--- src/logic/ocm_pkg.sv ---
package ocm_pkg;
    // ==========================================================
    // Mode select codes
    localparam logic [2:0] OCM_MODE_OFF    = 3'h0;
    localparam logic [2:0] OCM_MODE_SET    = 3'h1;
    localparam logic [2:0] OCM_MODE_CLR    = 3'h2;
    localparam logic [2:0] OCM_MODE_TOG    = 3'h3;
    localparam logic [2:0] OCM_MODE_DSHOT  = 3'h4;
    localparam logic [2:0] OCM_MODE_DCONT  = 3'h5;
    localparam logic [2:0] OCM_MODE_EPWM   = 3'h6;
    localparam logic [2:0] OCM_MODE_CPWM   = 3'h7;
    // ==========================================================
    // Register byte addresses
    localparam logic [3:0] OCM_ADDR_CTRL   = 4'h0;
    localparam logic [3:0] OCM_ADDR_PRI    = 4'h4;
    localparam logic [3:0] OCM_ADDR_SEC    = 4'h8;
    localparam logic [3:0] OCM_ADDR_STAT   = 4'hC;
    // ==========================================================
    // Field layout and reset values
    localparam int         OCM_MODE_LSB    = 0;
    localparam int         OCM_MODE_W      = 3;
    localparam int         OCM_WIDTH       = 16;
    localparam logic [15:0] OCM_CMP_RST    = 16'h0000;
    localparam logic [15:0] OCM_TMR_RST    = 16'h0000;
    localparam logic [15:0] OCM_TMR_ZERO   = 16'h0000;
    localparam logic [15:0] OCM_TMR_MAX    = 16'hFFFF;
endpackage : ocm_pkg

--- src/logic/ocm_timer.sv ---
`timescale 1ns/10ps
// ==========================================================
// Free-running channel timer with end-of-period pulse
module ocm_timer
    import ocm_pkg::*;
#(
    parameter int WIDTH = OCM_WIDTH
) (
    // Clock and control
    input  wire logic             CLK,
    input  wire logic             RST_B,
    input  wire logic             CE,
    input  wire logic             CLR,
    // Count out
    output logic [WIDTH-1:0]      COUNT,
    output logic                  WRAP
);
    // Width must match the package compare constants
    if (WIDTH != OCM_WIDTH) begin : g_bad_width
        $error("ocm_timer: width must match package");
    end

    // Wrap flags the last count of a period
    assign WRAP = (COUNT == OCM_TMR_MAX);

    // Counter, held at zero while cleared and enabled
    always_ff @(posedge CLK) begin
        if (!RST_B) begin
            COUNT <= OCM_TMR_RST;
        end else if (CE) begin
            if (CLR) begin
                COUNT <= OCM_TMR_RST;
            end else begin
                COUNT <= COUNT + WIDTH'(1);
            end
        end
    end
endmodule : ocm_timer

--- src/logic/ocm_unit.sv ---
// The address map and the Avalon-MM register port were decided locally.
`timescale 1ns/10ps
// ==========================================================
// Summary of operation
// - Mode 000 disables channel, output stays low
// - Mode 001 starts low, primary match sets high
// - Mode 010 starts high, primary match clears
// - Mode 011 toggles on every primary match
// - Mode 100 one pulse: primary rise, secondary fall
// - Mode 101 continuous primary/secondary pulse train
// - Mode 110 high at zero, low at primary
// - Mode 111 high at primary, low at secondary
// - Compare values double-buffered only in PWM modes
// ==========================================================
module ocm_unit
    import ocm_pkg::*;
(
    // Clock, reset, enable
    input  wire logic        CLK,
    input  wire logic        RST_B,
    input  wire logic        CE,
    // Avalon-MM slave
    input  wire logic [3:0]  AVS_ADDRESS,
    input  wire logic        AVS_READ,
    input  wire logic        AVS_WRITE,
    input  wire logic [31:0] AVS_WRITEDATA,
    input  wire logic [3:0]  AVS_BYTEENABLE,
    output logic [31:0]      AVS_READDATA,
    output logic             AVS_WAITREQUEST,
    // Compare output pin
    output logic             COMPARE_OUTPUT_PIN
);
    // ======================================================
    // Double-compare phase states
    typedef enum logic [2:0] {
        OCM_ARM  = 3'b001,  // Waiting for primary match
        OCM_HIGH = 3'b010,  // Waiting for secondary match
        OCM_DONE = 3'b100   // Single shot finished
    } ocm_phase_t;

    logic [2:0]      compare_mode_select;      // Mode field
    logic [15:0]     primary_compare_value;    // Active primary
    logic [15:0]     secondary_compare_value;  // Active secondary
    logic [15:0]     pri_buf;                  // Buffered primary
    logic [15:0]     sec_buf;                  // Buffered secondary
    logic [15:0]     compare_timer_count;      // Channel timer
    logic            wrap;                     // Last count of period
    logic            rd_ack;                   // Read answered
    ocm_phase_t      phase;                    // Pulse phase
    logic            mode_wr;                  // Control write
    logic            pri_wr;                   // Primary write
    logic            sec_wr;                   // Secondary write
    logic            is_pwm;                   // PWM mode active
    logic            pri_hit;                  // Primary match
    logic            sec_hit;                  // Secondary match
    logic [15:0]     wdata16;                  // Lane-merged data
    logic [15:0]     sel_old;                  // Target of write

    // Bytewise merge of write data
    function automatic logic [15:0] merge(input logic [15:0] old,
                                          input logic [31:0] wd,
                                          input logic [3:0] be);
        logic [15:0] r;
        r = old;
        if (be[0]) r[7:0]  = wd[7:0];
        if (be[1]) r[15:8] = wd[15:8];
        return r;
    endfunction : merge

    // ======================================================
    // Bus decode
    assign mode_wr = AVS_WRITE && (AVS_ADDRESS == OCM_ADDR_CTRL) && AVS_BYTEENABLE[0];
    assign pri_wr  = AVS_WRITE && (AVS_ADDRESS == OCM_ADDR_PRI);
    assign sec_wr  = AVS_WRITE && (AVS_ADDRESS == OCM_ADDR_SEC);
    assign is_pwm  = (compare_mode_select == OCM_MODE_EPWM) ||
                     (compare_mode_select == OCM_MODE_CPWM);
    // Writes complete at once; reads wait one cycle for registered data
    assign AVS_WAITREQUEST = AVS_READ && !rd_ack;

    // Old value seen by a data write
    always_comb begin
        sel_old = is_pwm ? (pri_wr ? pri_buf : sec_buf)
                         : (pri_wr ? primary_compare_value : secondary_compare_value);
        wdata16 = merge(sel_old, AVS_WRITEDATA, AVS_BYTEENABLE);
    end

    // Read acknowledge, one cycle after read rises
    always_ff @(posedge CLK) begin
        if (!RST_B) begin
            rd_ack <= 1'b0;
        end else begin
            rd_ack <= AVS_READ && !rd_ack;
        end
    end

    // Read data, unmapped reads return zero
    always_ff @(posedge CLK) begin
        if (!RST_B) begin
            AVS_READDATA <= 32'h0000_0000;
        end else if (AVS_READ && !rd_ack) begin
            unique case (AVS_ADDRESS)
                OCM_ADDR_CTRL: AVS_READDATA <= {29'h0, compare_mode_select};
                OCM_ADDR_PRI:  AVS_READDATA <= {16'h0, is_pwm ? pri_buf : primary_compare_value};
                OCM_ADDR_SEC:  AVS_READDATA <= {16'h0, is_pwm ? sec_buf : secondary_compare_value};
                OCM_ADDR_STAT: AVS_READDATA <= {15'h0, COMPARE_OUTPUT_PIN, compare_timer_count};
                default:       AVS_READDATA <= 32'h0000_0000;
            endcase
        end
    end

    // ======================================================
    // Mode register
    always_ff @(posedge CLK) begin
        if (!RST_B) begin
            compare_mode_select <= OCM_MODE_OFF;
        end else if (mode_wr) begin
            compare_mode_select <= AVS_WRITEDATA[OCM_MODE_LSB +: OCM_MODE_W];
        end
    end

    // Buffered compare values, bus-written in PWM modes, tracking the active values otherwise
    always_ff @(posedge CLK) begin
        if (!RST_B) begin
            pri_buf <= OCM_CMP_RST;
            sec_buf <= OCM_CMP_RST;
        end else if (!is_pwm) begin
            pri_buf <= primary_compare_value;
            sec_buf <= secondary_compare_value;
        end else begin
            if (pri_wr) pri_buf <= wdata16;
            if (sec_wr) sec_buf <= wdata16;
        end
    end

    // Active compare values: direct outside PWM, period-end load in PWM
    always_ff @(posedge CLK) begin
        if (!RST_B) begin
            primary_compare_value   <= OCM_CMP_RST;
            secondary_compare_value <= OCM_CMP_RST;
        end else if (!is_pwm) begin
            if (pri_wr) primary_compare_value   <= wdata16;
            if (sec_wr) secondary_compare_value <= wdata16;
        end else if (CE && wrap) begin
            primary_compare_value   <= pri_buf;
            secondary_compare_value <= sec_buf;
        end
    end

    // ======================================================
    // Channel timer, held clear while disabled
    ocm_timer #(
        .WIDTH (OCM_WIDTH)
    ) u_timer (
        .CLK   (CLK),
        .RST_B (RST_B),
        .CE    (CE),
        .CLR   (compare_mode_select == OCM_MODE_OFF || mode_wr),
        .COUNT (compare_timer_count),
        .WRAP  (wrap)
    );

    assign pri_hit = (compare_timer_count == primary_compare_value);
    assign sec_hit = (compare_timer_count == secondary_compare_value);

    // ======================================================
    // Pulse phase for double-compare modes
    always_ff @(posedge CLK) begin
        if (!RST_B) begin
            phase <= OCM_ARM;
        end else if (mode_wr) begin
            phase <= OCM_ARM;
        end else if (CE) begin
            unique case (phase)
                OCM_ARM:  if (pri_hit) phase <= OCM_HIGH;
                OCM_HIGH: if (sec_hit) begin
                    // Continuous mode rearms, single shot stops
                    phase <= (compare_mode_select == OCM_MODE_DCONT) ? OCM_ARM : OCM_DONE;
                end
                OCM_DONE: phase <= OCM_DONE;
                default:  phase <= OCM_ARM;
            endcase
        end
    end

    // Output pin per mode
    always_ff @(posedge CLK) begin
        if (!RST_B) begin
            COMPARE_OUTPUT_PIN <= 1'b0;
        end else if (mode_wr) begin
            // Initial level on mode entry
            COMPARE_OUTPUT_PIN <= (AVS_WRITEDATA[OCM_MODE_LSB +: OCM_MODE_W] == OCM_MODE_CLR);
        end else if (CE) begin
            unique case (compare_mode_select)
                OCM_MODE_OFF:   COMPARE_OUTPUT_PIN <= 1'b0;
                OCM_MODE_SET:   if (pri_hit) COMPARE_OUTPUT_PIN <= 1'b1;
                OCM_MODE_CLR:   if (pri_hit) COMPARE_OUTPUT_PIN <= 1'b0;
                OCM_MODE_TOG:   if (pri_hit) COMPARE_OUTPUT_PIN <= !COMPARE_OUTPUT_PIN;
                OCM_MODE_DSHOT,
                OCM_MODE_DCONT: begin
                    if ((phase == OCM_ARM && pri_hit) || (phase == OCM_HIGH && sec_hit)) begin
                        COMPARE_OUTPUT_PIN <= !COMPARE_OUTPUT_PIN;
                    end
                end
                OCM_MODE_EPWM: begin
                    // Zero sets, primary clears and wins when equal
                    if (pri_hit) COMPARE_OUTPUT_PIN <= 1'b0;
                    else if (compare_timer_count == OCM_TMR_ZERO) COMPARE_OUTPUT_PIN <= 1'b1;
                end
                OCM_MODE_CPWM: begin
                    if (sec_hit) COMPARE_OUTPUT_PIN <= 1'b0;
                    else if (pri_hit) COMPARE_OUTPUT_PIN <= 1'b1;
                end
            endcase
        end
    end
endmodule : ocm_unit

--- config.mk ---
export PLATFORM = sky130hd
export DESIGN_NAME = ocm_unit
export DESIGN_NICKNAME = d
export VERILOG_FILES = /design/src/logic/ocm_pkg.sv /design/src/logic/ocm_timer.sv /design/src/logic/ocm_unit.sv
export SDC_FILE = /design/constraint.sdc
export NUM_CORES = 1
export LEC_CHECK = 0
export ABC_CLOCK_PERIOD_IN_PS = 2100
export CAP_MARGIN = 20
export CORE_ASPECT_RATIO = 0.5
export CORE_MARGIN = 8
export CORE_UTILIZATION = 42
export CTS_CLUSTER_DIAMETER = 80
export DETAILED_ROUTE_END_ITERATION = 8
export DONT_BUFFER_PORTS = 1
export PLACE_DENSITY = 0.59
export SYNTH_ARGS = -nofsm -noshare
export SYNTH_HDL_FRONTEND = slang
export SYNTH_SLANG_ARGS = --single-unit
--- constraint.sdc ---
create_clock -name CLK -period 2.1 [get_ports CLK]
set_clock_uncertainty 0.15 [all_clocks]
set_input_delay 0.105 -clock CLK [delete_from_list [all_inputs] [get_ports CLK]]
set_output_delay 0.105 -clock CLK [all_outputs]
set_load 0.005 [all_outputs]
==> impl_results.html, run 1 <==
<table>
<tr><th>Metric</th><th>Value</th></tr>
<tr><th colspan="2">Power and ir drop</th></tr>
<tr><td>Cell Pwr Density</td><td>545 mW/mm2</td></tr>
<tr><td>Tot Pwr</td><td>4.36 mW</td></tr>
<tr><td>Worst voltage drop across the vdd grid</td><td>371 uV</td></tr>
<tr><td>Static Leak</td><td>3.26 nW</td></tr>
<tr><th colspan="2">STA</th></tr>
<tr><td>Setup Viol. Count Final</td><td>34</td></tr>
<tr><td>Transition at the pin with the smallest max-transition slack</td><td>0.987 ns</td></tr>
<tr><td>Hold violation count in the final report</td><td>1</td></tr>
<tr><td>Period Utilization, post-route</td><td>108%</td></tr>
<tr><td>RSZ-0062 raised after global routing</td><td>true</td></tr>
<tr><td>Setup TNS</td><td>-3.37 ns</td></tr>
<tr><td>Final setup slack of the worst path</td><td>-0.165 ns</td></tr>
<tr><td>Remaining max-slew budget at the tightest pin</td><td>34.0%</td></tr>
<tr><td>Fmax</td><td>441 MHz</td></tr>
<tr><td>Final critical delay including setup and external delays</td><td>2.27 ns</td></tr>
<tr><td>Worst Hold Slack</td><td>-0.00997 ns</td></tr>
<tr><td>Max Slew Vio Count</td><td>0</td></tr>
<tr><th colspan="2">Layout</th></tr>
<tr><td>Share of layout cells above drive strength 1</td><td>20.5%</td></tr>
<tr><td>Number of antenna cells inserted</td><td>0</td></tr>
<tr><td>Layout Nets</td><td>919</td></tr>
<tr><td>Area growth from synthesis to layout</td><td>29.6%</td></tr>
<tr><th colspan="2">Routing</th></tr>
<tr><td>Initial DRC Count</td><td>571</td></tr>
<tr><td>DR WL/cell</td><td>18.9 um</td></tr>
<tr><td>Drc violations</td><td>0</td></tr>
<tr><td>Final ANT Viol Nets</td><td>0</td></tr>
<tr><td>Post-DR vias/cell</td><td>5.79</td></tr>
<tr><td>Routed via count</td><td>6,227</td></tr>
<tr><td>Routed WL</td><td>20.3 mm</td></tr>
<tr><td>Drt first pass iters</td><td>5</td></tr>
<tr><th colspan="2">Clock network</th></tr>
<tr><td>Cts bufs inserted</td><td>9</td></tr>
<tr><td>Depth of the CTS H-tree</td><td>3</td></tr>
<tr><td>Maximum clock insertion buffer count</td><td>2</td></tr>
<tr><td>Clock transition at the registers of the reported paths</td><td>0.07 ns</td></tr>
<tr><td>Buffer type at the clock tree root</td><td>clkbuf_16</td></tr>
<tr><td>TritonCTS clock tree</td><td>built</td></tr>
<tr><td>Clock latency at the later pin of the worst-skew pair</td><td>0.35 ns</td></tr>
<tr><td>Number of sinks handled by clock tree synthesis</td><td>105</td></tr>
<tr><th colspan="2">Global route</th></tr>
<tr><td>Antenna violations before repair</td><td>0</td></tr>
<tr><td>Routing usage on met1</td><td>27.2%</td></tr>
<tr><td>First-pass GRT wire length</td><td>30.7 mm</td></tr>
<tr><td>Met2 Track Usage GR</td><td>31.3%</td></tr>
<tr><td>Maximum number of pins on one net before global-route repair</td><td>67</td></tr>
<tr><td>Met3 track demand over resource in global routing</td><td>3.81%</td></tr>
<tr><td>All-layer global routing usage</td><td>19.8%</td></tr>
<tr><td>Vias in the first global route</td><td>5,804</td></tr>
<tr><td>Most crowded layer after global routing</td><td>met2</td></tr>
<tr><td>Total grt overflow</td><td>0</td></tr>
<tr><th colspan="2">Synthesis</th></tr>
<tr><td>Number of synthesis warnings</td><td>0</td></tr>
<tr><td>Async set-or-reset flop fraction in the synthesized netlist</td><td>0%</td></tr>
<tr><td>Synth Area in XOR/XNOR</td><td>7.04%</td></tr>
<tr><td>Top FF cell, synth</td><td>dfxtp_1</td></tr>
<tr><td>Cell types occupying the most area after synthesis</td><td>dfxtp_1, nand2_1, mux2i_1</td></tr>
<tr><td>Share of the yosys chip area belonging to registers</td><td>34.1%</td></tr>
<tr><td>Netlist area before placement</td><td>0.00617 mm2</td></tr>
<tr><td>Fraction of post-synthesis cell area in the top cell type by area</td><td>34.1%</td></tr>
<tr><td>Number of different library cells in the post-synthesis netlist</td><td>53</td></tr>
<tr><td>Number of synthesized flops with an enable pin</td><td>0</td></tr>
<tr><td>Proportion of synthesized area in mux cells</td><td>7.64%</td></tr>
<tr><td>Synthesized-area fraction occupied by ao, oa, aoi and oai cells</td><td>22.1%</td></tr>
<tr><td>Cell type contributing the most total cell area after synthesis</td><td>dfxtp_1</td></tr>
<tr><td>Average footprint of a synthesized cell</td><td>7.63 um2</td></tr>
<tr><td>Largest family of logic cells by synthesized area</td><td>compound AO/OA/AOI/OAI gates</td></tr>
<tr><td>Area fraction in and, or, nand and nor cells after synthesis</td><td>20.7%</td></tr>
<tr><td>Adder-Cell Fraction of Synth Area</td><td>0.406%</td></tr>
<tr><td>Flip-flop and latch count after synthesis</td><td>105</td></tr>
<tr><td>Cell count after synthesis</td><td>809</td></tr>
<tr><th colspan="2">Floorplanning</th></tr>
<tr><td>Area of the core</td><td>0.0144 mm2</td></tr>
<tr><td>Y dimension of the die</td><td>102 um</td></tr>
<tr><td>Number of top-level pins</td><td>79</td></tr>
<tr><td>Std-Cell Rows</td><td>31</td></tr>
<tr><td>DIE AREA</td><td>0.0191 mm2</td></tr>
<tr><td>Initial cell density of the core</td><td>42.8%</td></tr>
<tr><td>Die W</td><td>187 um</td></tr>
<tr><th colspan="2">Run status</th></tr>
<tr><td>Failing checks</td><td>negative hold slack, negative setup slack</td></tr>
<tr><td>Run status</td><td>finished with violations</td></tr>
<tr><th colspan="2">Min path</th></tr>
<tr><td>Cells on Worst Hold Path</td><td>3</td></tr>
<tr><td>Kind of path behind the tightest hold check</td><td>primary input to flop</td></tr>
<tr><th colspan="2">Placed design</th></tr>
<tr><td>Detailed-placement wirelength estimate</td><td>12.7 mm</td></tr>
<tr><td>Worst slack after detailed placement</td><td>-0.0724 ns</td></tr>
<tr><td>Number of buffers added on ports</td><td>0</td></tr>
<tr><td>GP Congestion</td><td>0.914</td></tr>
<tr><th colspan="2">Setup path</th></tr>
<tr><td>Largest fanout on the critical path</td><td>5</td></tr>
<tr><td>Crit Path Category</td><td>flop to flop</td></tr>
<tr><td>Worst path arrival time</td><td>2.38 ns</td></tr>
<tr><td>Crit path capture type</td><td>flop</td></tr>
<tr><td>Element type at the critical path start</td><td>flop</td></tr>
<tr><td>Required time at the worst-slack endpoint</td><td>2.22 ns</td></tr>
<tr><td>Depth of the most critical reg-to-reg path</td><td>11</td></tr>
<tr><th colspan="2">Flow run</th></tr>
<tr><td>Count of max-cap constraint violations</td><td>0</td></tr>
</table>
==> worst max-delay path, stage by stage (launching register included) <==
cell and delay [ns]:
dfxtp_2 0.34, buf_6 0.14, ha_4 0.15, and3_4 0.20, nand3_4 0.08, nor2_4 0.12, nand4_1 0.27, o21ai_4 0.24
buf_12 0.18, buf_12 0.11, o21ai_2 0.04, a31oi_1 0.16
==> state kept, by name (all words and copies together), names as in the netlist <==
signal and count:
sec_buf 16, phase 3, AVS_READDATA 17, rd_ack 1, u_timer.COUNT 16, secondary_compare_value 16, compare_mode_select 3, primary_compare_value 16
pri_buf 16, COMPARE_OUTPUT_PIN 1
==> final cells by class <==
class	instances	area (um2)
clock buffers	11	243
clock inverters	5	63.8
fillers	1295	6430
inverters	12	45.0
multi-input cells	620	3970
flip-flops and latches	105	2130
well taps	198	248
repair buffers	124	1300
==> through the flow <==
| step | cells | instance area [um2] | hold WS (ns) | utilization, % |
|---|---|---|---|---|
| after detailed placement | 996 | 6590 | 0.0688 | 45.6 |
| after global routing | 1075 | 8000 | 0.0137 | 55.4 |
| after global placement | 996 | 6590 | 0.0626 | 45.6 |
| after CTS | 1056 | 7450 | 0.00124 | 51.6 |
| after floorplan | 823 | 6220 | 0.0910 | - |
| final | 1075 | 8000 | -0.00997 | 55.4 |
==> logic make-up after synthesis <==
family                   count (synthesis)
buffers and inverters                   98
AND/OR/NAND/NOR                        282
flip-flops                             105
XOR/XNOR                                47
other                                    1
AO/OA/AOI/OAI                          227
multiplexers                            47
adder cells (fa/ha/maj)                  2
==> metal layers <==
layer	share of wire [%]	wire length (um)	up-vias
met2	44	8830	262
met1	47	9480	2981
met5	0	0	-
met4	1.6	318	0
met3	8.1	1650	22
li1	-	-	2962
==> synth_stat cells (5+ instances only) <==
master and n:
a22oi_1 17, o211ai_1 16, mux2i_1 46, nand2_1 163, o21ai_1 11, nand3_1 25, xnor2_1 35, nand4_1 16
a31oi_1 33, nor2_1 42, dfxtp_1 105, buf_4 18, nand2b_1 16, buf_2 25, clkbuf_1 34, inv_1 11
xor2_1 9, a21oi_1 13, buf_1 5, o21ai_0 92, o22ai_1 30
==> power breakdown <==
group	internal (mW)	switching (mW)
logic	0.249	0.302
clock network	0.968	0.788
registers	2.02	0.0336
==> path summary, 6_finish.rpt <==
path	to	slack (ns)	start
min	AVS_READDATA[15]	-0.01	AVS_ADDRESS[3]
min reg2reg	AVS_READDATA[16]	0.33	AVS_READDATA[16]
max	primary_compare_value[3]	-0.17	u_timer.COUNT[1]
max reg2reg	primary_compare_value[3]	-0.17	u_timer.COUNT[1]
==> what timing repair did <==
item	in CTS	in global routing
endpoints found under the setup margin	10	42
hold buffers	32	1
hold endpoints to repair	96	1
buffers inserted	11	14
pin swaps	5	19
resized for setup	24	95
cloned	1	5
==> layout by cell type (no fill, tap or decap), drive strengths merged, types with 9 or more instances in the layout <==
master and n:
nand4 16, dfxtp 105, mux2i 46, clkbuf 15
o211ai 16, xnor2 38, xor2 9, nand2 163
o21ai 105, buf 88, dlygate4sd3 32, nand2b 16
o22ai 30, inv 13, a21oi 13, nand3 25
conb 15, a22oi 17, nor2 42, a31oi 33
(Power assumes the default switching activity.)
==> run 2: changes to the inputs <==
--- a/config.mk
+++ b/config.mk
@@ -10,6 +10,7 @@
 export CORE_ASPECT_RATIO = 0.5
 export CORE_MARGIN = 8
 export CORE_UTILIZATION = 42
+export CTS_BUF_LIST = sky130_fd_sc_hd__clkbuf_4 sky130_fd_sc_hd__clkbuf_8
 export CTS_CLUSTER_DIAMETER = 80
 export DETAILED_ROUTE_END_ITERATION = 8
 export DONT_BUFFER_PORTS = 1
==> run 2 against run 1 <==
The flow finishes with violations (negative setup slack). Sequential share of layout area decreased by 0.058 points. Largest power group unchanged. Fmax increased by 0.20%. Largest cell class unchanged. Worst setup slack improved by 0.0044 ns.
==> impl_results.html, run 2 (synthesis gave the netlist of run 1 again) <==
<table>
<tr><th>Metric</th><th>Value</th></tr>
<tr><th colspan="2">STA</th></tr>
<tr><td>Setup Viol. Count Final</td><td>34</td></tr>
<tr><td>Worst Hold Slack</td><td>0.00480 ns</td></tr>
<tr><td>Transition at the pin with the smallest max-transition slack</td><td>0.956 ns</td></tr>
<tr><td>Final setup slack of the worst path</td><td>-0.161 ns</td></tr>
<tr><td>Fmax</td><td>442 MHz</td></tr>
<tr><td>Period Utilization, post-route</td><td>108%</td></tr>
<tr><td>Final critical delay including setup and external delays</td><td>2.26 ns</td></tr>
<tr><td>Remaining max-slew budget at the tightest pin</td><td>36.1%</td></tr>
<tr><td>Hold violation count in the final report</td><td>0</td></tr>
<tr><td>Max Slew Vio Count</td><td>0</td></tr>
<tr><td>RSZ-0062 raised after global routing</td><td>true</td></tr>
<tr><td>Setup TNS</td><td>-2.97 ns</td></tr>
<tr><th colspan="2">Layout</th></tr>
<tr><td>Fraction of the core area covered by cells at the end of the flow</td><td>55.4%</td></tr>
<tr><td>Number of flip-flops under the largest register name</td><td>17</td></tr>
<tr><td>Share of layout cells above drive strength 1</td><td>19.4%</td></tr>
<tr><td>Area growth from synthesis to layout</td><td>29.5%</td></tr>
<tr><td>Layout Nets</td><td>927</td></tr>
<tr><td>Commonest cells after routing, fill and taps aside</td><td>nand2_1, dfxtp_1, o21ai_0</td></tr>
<tr><td>Leading cell type in the layout, fill and taps excluded</td><td>nand2_1</td></tr>
<tr><td>Register with the most flip-flops</td><td>AVS_READDATA</td></tr>
<tr><td>Number of antenna cells inserted</td><td>0</td></tr>
<tr><td>Post-route standard cell area excluding fillers</td><td>0.00799 mm2</td></tr>
<tr><th colspan="2">Routing</th></tr>
<tr><td>DR WL/cell</td><td>19.2 um</td></tr>
<tr><td>Post-DR vias/cell</td><td>5.86</td></tr>
<tr><td>Initial DRC Count</td><td>655</td></tr>
<tr><td>Routed WL</td><td>20.7 mm</td></tr>
<tr><td>Final ANT Viol Nets</td><td>0</td></tr>
<tr><td>Drt first pass iters</td><td>6</td></tr>
<tr><td>Drc violations</td><td>0</td></tr>
<tr><td>Routed via count</td><td>6,348</td></tr>
<tr><th colspan="2">Placed design</th></tr>
<tr><td>Placed Area</td><td>0.00659 mm2</td></tr>
<tr><td>GP Congestion</td><td>0.914</td></tr>
<tr><td>Detailed-placement wirelength estimate</td><td>12.7 mm</td></tr>
<tr><td>Number of buffers added on ports</td><td>0</td></tr>
<tr><td>Worst slack after detailed placement</td><td>-0.0724 ns</td></tr>
<tr><th colspan="2">Global route</th></tr>
<tr><td>Antenna violations before repair</td><td>0</td></tr>
<tr><td>All-layer global routing usage</td><td>20.1%</td></tr>
<tr><td>Vias in the first global route</td><td>5,867</td></tr>
<tr><td>Total grt overflow</td><td>0</td></tr>
<tr><td>First-pass GRT wire length</td><td>31.1 mm</td></tr>
<tr><td>Maximum number of pins on one net before global-route repair</td><td>67</td></tr>
<tr><th colspan="2">Power and ir drop</th></tr>
<tr><td>Power spent charging and discharging nets</td><td>1.10 mW</td></tr>
<tr><td>Pint</td><td>2.89 mW</td></tr>
<tr><td>Static Leak</td><td>3.28 nW</td></tr>
<tr><td>Switching share of power</td><td>27.6%</td></tr>
<tr><td>Worst voltage drop across the vdd grid</td><td>229 uV</td></tr>
<tr><td>Clock network fraction of total power</td><td>34.2%</td></tr>
<tr><td>Proportion of power drawn by flip-flops and latches</td><td>51.5%</td></tr>
<tr><td>Combinational group share of total power</td><td>14.4%</td></tr>
<tr><td>Cell Pwr Density</td><td>499 mW/mm2</td></tr>
<tr><th colspan="2">Floorplanning</th></tr>
<tr><td>DIE AREA</td><td>0.0191 mm2</td></tr>
<tr><td>Initial cell density of the core</td><td>42.8%</td></tr>
<tr><td>Number of top-level pins</td><td>79</td></tr>
<tr><td>Area of the core</td><td>0.0144 mm2</td></tr>
<tr><td>Die W</td><td>187 um</td></tr>
<tr><td>Y dimension of the die</td><td>102 um</td></tr>
<tr><td>Std-Cell Rows</td><td>31</td></tr>
<tr><th colspan="2">Run status</th></tr>
<tr><td>Run status</td><td>finished with violations</td></tr>
<tr><td>Failing checks</td><td>negative setup slack</td></tr>
<tr><th colspan="2">Setup path</th></tr>
<tr><td>Crit Path Category</td><td>flop to flop</td></tr>
<tr><td>Launching element of the worst setup path</td><td>u_timer.COUNT[1]</td></tr>
<tr><td>Depth of the most critical reg-to-reg path</td><td>10</td></tr>
<tr><td>Required time at the worst-slack endpoint</td><td>2.21 ns</td></tr>
<tr><td>Worst R2R Setup Slack</td><td>-0.16 ns</td></tr>
<tr><td>Largest fanout on the critical path</td><td>5</td></tr>
<tr><td>Element type at the critical path start</td><td>flop</td></tr>
<tr><td>Startpoint of the most critical register-to-register path</td><td>u_timer.COUNT[1]</td></tr>
<tr><td>Crit path capture type</td><td>flop</td></tr>
<tr><td>Critical path endpoint</td><td>secondary_compare_value[6]</td></tr>
<tr><td>Endpoint of the worst-slack reg-to-reg timing path</td><td>secondary_compare_value[6]</td></tr>
<tr><td>Worst path arrival time</td><td>2.37 ns</td></tr>
<tr><th colspan="2">Clock network</th></tr>
<tr><td>Clock latency at the later pin of the worst-skew pair</td><td>0.38 ns</td></tr>
<tr><td>Maximum clock insertion buffer count</td><td>2</td></tr>
<tr><td>Cts bufs inserted</td><td>9</td></tr>
<tr><td>Depth of the CTS H-tree</td><td>3</td></tr>
<tr><td>Clock transition at the registers of the reported paths</td><td>0.10 ns</td></tr>
<tr><td>Buffer type at the clock tree root</td><td>clkbuf_8</td></tr>
<tr><td>Number of sinks handled by clock tree synthesis</td><td>105</td></tr>
<tr><td>TritonCTS clock tree</td><td>built</td></tr>
<tr><th colspan="2">Min path</th></tr>
<tr><td>Kind of path behind the tightest hold check</td><td>primary input to flop</td></tr>
<tr><td>Startpoint of the lowest-slack hold path</td><td>AVS_ADDRESS[3]</td></tr>
<tr><th colspan="2">Flow run</th></tr>
<tr><td>Count of max-cap constraint violations</td><td>0</td></tr>
</table>
run 2: cell count changes in the layout (fill, tap and decap cells not counted), moves of 4 or more:
cell           before  now
o21ai_2            16   12
dlygate4sd3_1      32   41
o21ai_0            62   67
clkbuf_8            1   10
dfxtp_2            14    9
buf_4              62   58
clkbuf_16          13    5
dfxtp_1            89   94
run 2: area by class of cell:
type	instances	area, um2
fillers	1307	6440
multi-input cells	620	3970
flip-flops and latches	105	2120
repair buffers	132	1400
well taps	198	248
clock buffers	11	145
clock inverters	5	63.8
inverters	12	45.0
run 2: metrics by stage:
| stage | cells | power (mW) |
|---|---|---|
| CTS | 1067 | 3.95 |
| detailed placement | 996 | 2.48 |
| global route | 1083 | 4.14 |
| floorplan | 823 | 2.42 |
| finish | 1083 | 3.99 |
| global placement | 996 | 2.47 |
run 2: repair_timing:
action | CTS | global route
pin swaps | 5 | 15
hold buffers | 44 | 0
gates cloned | 1 | 6
endpoints found under the hold margin | 100 | 0
setup buffers | 10 | 11
gates resized for setup | 20 | 93
setup endpoints to repair | 15 | 44
run 2: worst min-delay path by stage:
stage	end	slack (ns)	cells past startpoint
floorplan	compare_mode_select[2]	0.09	2
global placement	phase[0]	0.06	1
detailed placement	phase[0]	0.07	1
CTS	AVS_READDATA[8]	0.0006	4
global route	AVS_READDATA[7]	0.02	3
finish	AVS_READDATA[15]	0.005	4
run 2: critical path: stages (launching register included):
cell and delay [ns]:
dfxtp_2 0.35, buf_6 0.12, ha_4 0.14, and3_4 0.20, nand3_4 0.08, nor2_4 0.12, nand4_1 0.27, o21ai_4 0.28
buf_12 0.17, clkbuf_16 0.17, a31oi_4 0.08
run 2: layer usage:
metal,vias to the layer above,routed length [um],track usage (%)
li1,2980,-,-
met1,3029,9540,27.7
met2,304,9050,32.2
met3,35,1730,3.30
met4,0,423,6.02
met5,-,0,0
run 2: power by group through the flow:
stage	clock, mW	combinational, mW	sequential (mW)
CTS	1.39	0.509	2.05
global placement	0	0.374	2.10
finish	1.36	0.573	2.05
floorplan	0	0.326	2.09
global route	1.47	0.618	2.06
detailed placement	0	0.377	2.10
